**src/pec_consts.svh**
```systemverilog
`ifndef PEC_CONSTS_SVH
`define PEC_CONSTS_SVH
`define PEC_FN_COUNT_RESET   7'h1C
`define PEC_FN_COUNT_TRIGGER 7'h1F
`define PEC_OUT_SET_REACHED  6'h12
`define PEC_OUT_DESIG_REACHED 6'h13
`define PEC_TYPE_PULSE       4'h0
`define PEC_TYPE_DIGITAL     4'h1
`define PEC_TYPE_SPEED       4'h2
`define PEC_TYPE_ONES_LSB    0
`define PEC_TYPE_TENS_LSB    4
`define PEC_COUNT_RESET_VAL  16'h0000
`endif

```
**src/pec_pkg.sv**
```systemverilog
package pec_pkg;
  typedef logic [15:0] pec_count_t;
  typedef enum logic [2:0] {
    PEC_IN_PULSE   = 3'b001,
    PEC_IN_DIGITAL = 3'b010,
    PEC_IN_SPEED   = 3'b100
  } pec_in_type_t;
endpackage

```
**src/pec_counter.sv**
```systemverilog
`timescale 1ns/1ns
`include "pec_consts.svh"
module pec_counter #(
  parameter int COUNT_W = 16
) (
  // clock and reset
  input  wire logic       clk,
  input  wire logic       reset,
  // terminal pins
  input  wire logic       fast_input_a,
  input  wire logic       fast_input_b,
  // configuration
  input  wire logic [7:0] hs_input_type_select,
  input  wire logic [6:0] hs_input_one_function,
  input  wire logic [6:0] hs_input_two_function,
  input  wire logic [15:0] set_count_value,
  input  wire logic [15:0] designated_count_value,
  input  wire logic [5:0] digital_output_a_function,
  input  wire logic [5:0] fast_output_a_function,
  input  wire logic [5:0] relay_output_a_function,
  input  wire logic [5:0] relay_output_b_function,
  // status
  output logic [15:0]     accumulated_count,
  output logic [1:0]      input_a_type,
  output logic [1:0]      input_b_type,
  output logic            set_reached,
  output logic            designated_reached,
  // outputs
  output logic            digital_output_a,
  output logic            fast_output_a,
  output logic            relay_output_a,
  output logic            relay_output_b
);
  if (COUNT_W != 16) begin : g_chk
    $error("pec_counter: COUNT_W must be 16");
  end

  logic [1:0] sync_a;
  logic [1:0] sync_b;
  logic [1:0] prev;
  logic [1:0] level;
  logic [1:0] rise;
  logic [6:0] fn [2];
  logic [3:0] tdig [2];
  logic [1:0] trig;
  logic [1:0] clr;
  pec_pkg::pec_count_t desig_eff;
  logic       any_trig;
  logic       any_clr;
  logic       hit_set;
  logic       hit_desig;
  pec_pkg::pec_count_t next_count;
  logic [3:0] ofn_sel_set;
  logic [3:0] ofn_sel_des;
  logic [5:0] ofn [4];
  logic [3:0] next_out;

  // two-stage synchronisers, first stage read only by the second
  always_ff @(posedge clk) begin
    if (reset) begin
      sync_a <= 2'h0;
      sync_b <= 2'h0;
      prev   <= 2'h0;
    end else begin
      sync_a <= {sync_a[0], fast_input_a};
      sync_b <= {sync_b[0], fast_input_b};
      prev   <= level;
    end
  end

  assign level = {sync_b[1], sync_a[1]};
  assign rise  = level & ~prev;
  assign fn[0] = hs_input_one_function;
  assign fn[1] = hs_input_two_function;
  assign tdig[0] = hs_input_type_select[`PEC_TYPE_ONES_LSB +: 4];
  assign tdig[1] = hs_input_type_select[`PEC_TYPE_TENS_LSB +: 4];

  // a terminal in pulse or speed mode does not serve as a discrete function input
  genvar gi;
  for (gi = 0; gi < 2; gi++) begin : g_term
    logic is_dig;
    assign is_dig   = (tdig[gi] == `PEC_TYPE_DIGITAL);
    assign trig[gi] = is_dig && (fn[gi] == `PEC_FN_COUNT_TRIGGER) && rise[gi];
    assign clr[gi]  = is_dig && (fn[gi] == `PEC_FN_COUNT_RESET) && level[gi];
  end

  assign input_a_type = tdig[0][1:0];
  assign input_b_type = tdig[1][1:0];

  // designated never exceeds set; clamp rather than trust the configuration
  assign desig_eff = (designated_count_value > set_count_value) ?
                     set_count_value : designated_count_value;
  assign any_trig  = |trig;
  assign any_clr   = |clr;
  assign hit_set   = (accumulated_count == set_count_value);
  assign hit_desig = (accumulated_count == desig_eff);

  // reaching set shows for one count period before restart, so outputs can see equality
  always_comb begin
    next_count = accumulated_count;
    if (any_clr) begin
      next_count = `PEC_COUNT_RESET_VAL;
    end else if (any_trig) begin
      if (hit_set) begin
        next_count = `PEC_COUNT_RESET_VAL;
      end else begin
        next_count = 16'(accumulated_count + 16'h0001);
      end
    end
  end

  assign ofn[0] = digital_output_a_function;
  assign ofn[1] = fast_output_a_function;
  assign ofn[2] = relay_output_a_function;
  assign ofn[3] = relay_output_b_function;

  for (gi = 0; gi < 4; gi++) begin : g_out
    assign ofn_sel_set[gi] = (ofn[gi] == `PEC_OUT_SET_REACHED);
    assign ofn_sel_des[gi] = (ofn[gi] == `PEC_OUT_DESIG_REACHED);
    assign next_out[gi] = (ofn_sel_set[gi] && (next_count == set_count_value)) ||
                          (ofn_sel_des[gi] && (next_count == desig_eff));
  end

  always_ff @(posedge clk) begin
    if (reset) begin
      accumulated_count  <= `PEC_COUNT_RESET_VAL;
      set_reached        <= 1'b0;
      designated_reached <= 1'b0;
      digital_output_a   <= 1'b0;
      fast_output_a      <= 1'b0;
      relay_output_a     <= 1'b0;
      relay_output_b     <= 1'b0;
    end else begin
      accumulated_count  <= next_count;
      set_reached        <= (next_count == set_count_value);
      designated_reached <= (next_count == desig_eff);
      digital_output_a   <= next_out[0];
      fast_output_a      <= next_out[1];
      relay_output_a     <= next_out[2];
      relay_output_b     <= next_out[3];
    end
  end

  property p_count_inc;
    @(posedge clk) disable iff (reset)
    (any_trig && !any_clr && !hit_set) |=> (accumulated_count == $past(accumulated_count) + 16'h1);
  endproperty
  a_count_inc: assert property (p_count_inc) else $error("count did not increment");

  property p_count_clear;
    @(posedge clk) disable iff (reset)
    any_clr |=> (accumulated_count == 16'h0000);
  endproperty
  a_count_clear: assert property (p_count_clear) else $error("count not cleared");

  property p_restart;
    @(posedge clk) disable iff (reset)
    (any_trig && hit_set) |=> (accumulated_count == 16'h0000);
  endproperty
  a_restart: assert property (p_restart) else $error("count did not restart");

  property p_set_out;
    @(posedge clk) disable iff (reset)
    (ofn_sel_set[0] && $stable(set_count_value) && $stable(digital_output_a_function))
      |-> (digital_output_a == (accumulated_count == set_count_value));
  endproperty
  a_set_out: assert property (p_set_out) else $error("set reached output wrong");

  property p_desig_out;
    @(posedge clk) disable iff (reset)
    (ofn_sel_des[1] && $stable(desig_eff) && $stable(fast_output_a_function))
      |-> (fast_output_a == hit_desig);
  endproperty
  a_desig_out: assert property (p_desig_out) else $error("designated output wrong");

  property p_type_gate;
    @(posedge clk) disable iff (reset)
    (tdig[0] != `PEC_TYPE_DIGITAL && tdig[1] != `PEC_TYPE_DIGITAL)
      |=> $stable(accumulated_count);
  endproperty
  a_type_gate: assert property (p_type_gate) else $error("non digital input changed count");

  property p_no_wrap;
    @(posedge clk) disable iff (reset)
    (accumulated_count == 16'hFFFF) |=> (accumulated_count != 16'h0000) || $past(any_clr)
      || $past(hit_set);
  endproperty
  a_no_wrap: assert property (p_no_wrap) else $error("count wrapped");

  property p_one_per_edge;
    @(posedge clk) disable iff (reset)
    (!any_trig && !any_clr) |=> $stable(accumulated_count);
  endproperty
  a_one_per_edge: assert property (p_one_per_edge) else $error("count moved without edge");

  // the first edge after release still shows reset values, so it is skipped
  property p_relay_set;
    @(posedge clk) disable iff (reset)
    (!$past(reset) && ofn_sel_set[2] && $stable(set_count_value)
      && $stable(relay_output_a_function)) |-> (relay_output_a == hit_set);
  endproperty
  a_relay_set: assert property (p_relay_set) else $error("relay a set output wrong");

  property p_relay_des;
    @(posedge clk) disable iff (reset)
    (!$past(reset) && ofn_sel_des[3] && $stable(desig_eff)
      && $stable(relay_output_b_function)) |-> (relay_output_b == hit_desig);
  endproperty
  a_relay_des: assert property (p_relay_des) else $error("relay b desig output wrong");

  property p_flag_set;
    @(posedge clk) disable iff (reset)
    (!$past(reset) && $stable(set_count_value)) |-> (set_reached == hit_set);
  endproperty
  a_flag_set: assert property (p_flag_set) else $error("set reached flag wrong");

  property p_flag_desig;
    @(posedge clk) disable iff (reset)
    (!$past(reset) && $stable(desig_eff)) |-> (designated_reached == hit_desig);
  endproperty
  a_flag_desig: assert property (p_flag_desig) else $error("desig reached flag wrong");
endmodule

```
**config.mk**
```make
export PLATFORM = sky130hd
export DESIGN_NAME = pec_counter
export DESIGN_NICKNAME = d
export VERILOG_FILES = /design/src/pec_pkg.sv /design/src/pec_counter.sv
export VERILOG_INCLUDE_DIRS = /design/src /design/src/src
export SDC_FILE = /design/constraint.sdc
export NUM_CORES = 1
export LEC_CHECK = 0
export BUFFER_PORTS_ARGS = -buffer_cell sky130_fd_sc_hd__buf_2
export CAP_MARGIN = 40
export CORE_MARGIN = 1.5
export CORE_UTILIZATION = 30
export CTS_BUF_LIST = sky130_fd_sc_hd__clkbuf_4
export CTS_CLUSTER_SIZE = 25
export DETAILED_ROUTE_END_ITERATION = 12
export GPL_TIMING_DRIVEN = 0
export PLACE_DENSITY_LB_ADDON = 0.1
export SYNTH_ARGS = -nofsm -noshare
export SYNTH_HDL_FRONTEND = slang
export SYNTH_SLANG_ARGS = --single-unit
```
**constraint.sdc**
```tcl
create_clock -name clk -period 4.4 [get_ports clk]
set_clock_uncertainty 0.15 [all_clocks]
set_input_delay 0.44 -clock clk [delete_from_list [all_inputs] [get_ports clk]]
set_output_delay 0.44 -clock clk [all_outputs]
set_load 0.05 [all_outputs]
```
==> flow_metrics.env <==
export IMPL_synthTopCellsByCount="41 x nor2_1, 28 x dfxtp_1, 27 x inv_1, 27 x nand2_1, 26 x xor2_1"
export IMPL_globalplace_congestion=0.910
export IMPL_rsz0062_at_grt="false"
export IMPL_syn_num_nets=496
export IMPL_clk_insertion_delay_late_ps=330
export IMPL_clockRootBuffer="clkbuf_4"
export IMPL_cts_resized=0
export IMPL_drcViolationCount=0
export IMPL_start_util_pct=30.6
export IMPL_grt_pass1_vias=3167
export IMPL_ys_ff_latch=28
export IMPL_relSlewSlack_pct=56.3
export IMPL_leakagePower_uw=0.00169
export IMPL_grt_max_degree=16
export IMPL_fin_ws_ps=349
export IMPL_ys_flop_type="dfxtp_1"
export IMPL_path_buf_inv=3
export IMPL_tns_ps=0
export IMPL_outcome="finished clean"
export IMPL_crit_end="relay_output_b$_SDFF_PP0_"
export IMPL_drive_gt1_share_pct=25.6
export IMPL_path_depth=15
export IMPL_die_x_um=102
export IMPL_placed_cells=636
export IMPL_clock_fmax_mhz=247
export IMPL_power_total_uw=563
export IMPL_clk_pin_slew_ps=160
export IMPL_critPathTopFamily="simple AND/OR/NAND/NOR gates"
export IMPL_area_growth_pct=24.4
export IMPL_final_instance_count_excl_fill=640
export IMPL_crit_chain="clkbuf_1 -> inv_1 -> ha_1 -> nand4_1 -> or4_1 -> clkbuf_1 -> nand3_1 -> o221ai_1 -> nor3_1 -> xor2_1 -> or4_1 -> o211ai_1 -> nand4_1 -> nor3_1 -> o2111a_1"
export IMPL_die_area_mm2=0.0105
export IMPL_post_cts_setup_buffers=0
export IMPL_drtPass1Iterations=5
export IMPL_yosysUniqueCellTypes=59
export IMPL_synthMostInstantiatedCell="nor2_1"
export IMPL_r2r_end="relay_output_b$_SDFF_PP0_"
export IMPL_setup_viol=0
export IMPL_drt_iter0_drc=204
export IMPL_ctsHoldBuffers=0
export IMPL_cp_required_ps=4540
export IMPL_ys_warn_count=0
export IMPL_ant_nets=0
export IMPL_synth_avg_cell_area_um2=7.48
export IMPL_nNetsFinal=607
export IMPL_fin_crit_ps=4050
export IMPL_totalWireLength_mm=10.1
export IMPL_path_class="in2reg"
export IMPL_power_density_mw_per_mm2=152
export IMPL_fin_util_pct=38.1
export IMPL_reg2reg_setup_slack_ps=480
export IMPL_netlist_instances=397
export IMPL_antenna_found_initial=0
export IMPL_cp_data_arrival_time_ps=4190
export IMPL_via_per_inst=5.27
export IMPL_numCtsBuffers=3
export IMPL_synth_top_area_cell="dfxtp_1"
export IMPL_h_tree_depth=1
export IMPL_syn_area_mm2=0.00297
export IMPL_synth_area_leaders="dfxtp_1 19%, xor2_1 7.7%, ha_1 7.2%"
export IMPL_grt_total_usage_pct=19.3
export IMPL_startpoint="set_count_value[8]"
export IMPL_yosysSeqAreaShare_pct=18.9
export IMPL_fillers=1075
export IMPL_cp_start_kind="input pin"
export IMPL_dpl_worst_slack_ps=-67.8
export IMPL_grt_pass1_wl_mm=15.7
export IMPL_finalCritPeriodShare_pct=92.1
export IMPL_worstHoldPathType="in2reg"
export IMPL_portBuffers=106
export IMPL_slowest_stage="or4_1"
export IMPL_cts_buffer_depth=2
export IMPL_grt_ovfl_total=0
export IMPL_n_antenna_cell=0
export IMPL_core_area_mm2=0.00968
export IMPL_reg2regPathDepth=13
export IMPL_synth_top_area_share_pct=18.9
export IMPL_vdd_drop_max_uv=98.2
export IMPL_hpwlAfterDp_mm=8.49
export IMPL_numClockSinks=28
export IMPL_die_h_um=102
export IMPL_maxSlewViolCount=0
export IMPL_vias=3374
export IMPL_cts_tree="done"
export IMPL_slowest_delay_ps=560
export IMPL_drv_cap=0
export IMPL_cp_max_fo=10
export IMPL_synth_edf_count=0
export IMPL_hold_violations=0
export IMPL_placement_rows=36
export IMPL_worst_pin_slew_ps=650
export IMPL_ys_async_sr_fraction_pct=0
export IMPL_wire_per_inst_um=15.8
export IMPL_ios=108
export IMPL_crit_reg2reg_launch="sync_a[1]$_SDFF_PP0_"
export IMPL_crit_path_end_kind="flip-flop"
-- cell usage in the layout, fill, tap and decap left out, types with 4 or more instances in the layout --
cell type / count
dfxtp_1: 28
or2_2: 4
nand2b_1: 4
nor3_1: 18
buf_2: 109
nor2b_1: 9
o2111a_1: 4
mux2i_1: 9
xor2_1: 26
o211ai_1: 7
or3_1: 5
buf_4: 4
nand3_1: 19
nor2_1: 41
a21oi_1: 19
xnor2_1: 16
clkbuf_1: 9
nand4_1: 11
nor4_1: 15
o21a_1: 4
inv_1: 27
ha_1: 17
o21ai_0: 11
nand2_1: 27
-- kinds of logic (layout without fill, tap and decap cells) --
logic type / Yosys count / count (layout) / synth area share [%]
AND/OR/NAND/NOR: 178 / 178 / 32.3
adder cells (fa/ha/maj): 17 / 17 / 7.17
flip-flops: 28 / 28 / 18.9
multiplexers: 11 / 11 / 3.79
AO/OA/AOI/OAI: 77 / 77 / 19.3
XOR/XNOR: 42 / 42 / 12.4
buffers and inverters: 44 / 154 / 6.20
-- final cells by class --
cell class | count | area [um2] | share of cell area (%)
Inverter | 27 | 101 | 2.74
Sequential cell | 28 | 561 | 15.2
Tap cell | 133 | 166 | 4.51
Buffer | 17 | 83.8 | 2.27
Timing Repair Buffer | 106 | 531 | 14.4
Clock inverter | 1 | 3.75 | 0.102
Clock buffer | 3 | 22.5 | 0.610
Multi-Input combinational cell | 325 | 2220 | 60.2
-- sequential cells by signal, summed over array words and instances, names as in the netlist, 2 cells and up --
name and cells:
sync_b 2, prev 2, sync_a 2, accumulated_count 16
-- power by group --
group          switching, uW  internal, uW  total, uW
sequential             0.573           256        256
clock                   79.9          33.4        113
combinational            108          85.6        193
total                    188           375        563
-- worst min path at each step --
stage / start / cells after the start / end
floorplan: sync_a[0]$_SDFF_PP0_ / 1 / sync_a[1]$_SDFF_PP0_
global placement: sync_b[0]$_SDFF_PP0_ / 1 / sync_b[1]$_SDFF_PP0_
detailed placement: sync_a[0]$_SDFF_PP0_ / 1 / sync_a[1]$_SDFF_PP0_
CTS: fast_input_a / 2 / sync_a[0]$_SDFF_PP0_
global route: fast_input_a / 2 / sync_a[0]$_SDFF_PP0_
finish: fast_input_a / 2 / sync_a[0]$_SDFF_PP0_
-- layer usage --
metal	GRT usage, %	vias up	wire (um)
met5	0	-	0
met4	4.11	0	116
met3	3.28	9	783
met2	33.3	140	4760
met1	25.2	1552	4410
li1	-	1673	-
-- metrics by stage --
step           area, um2  hold slack, ps
2_1_floorplan       2970             264
3_3_place_gp        3660             272
3_5_place_dp        3660             274
4_1_cts             3690             138
5_1_grt             3690             133
6_report            3690             150
Note: power is estimated with default switching activity, not from simulation.
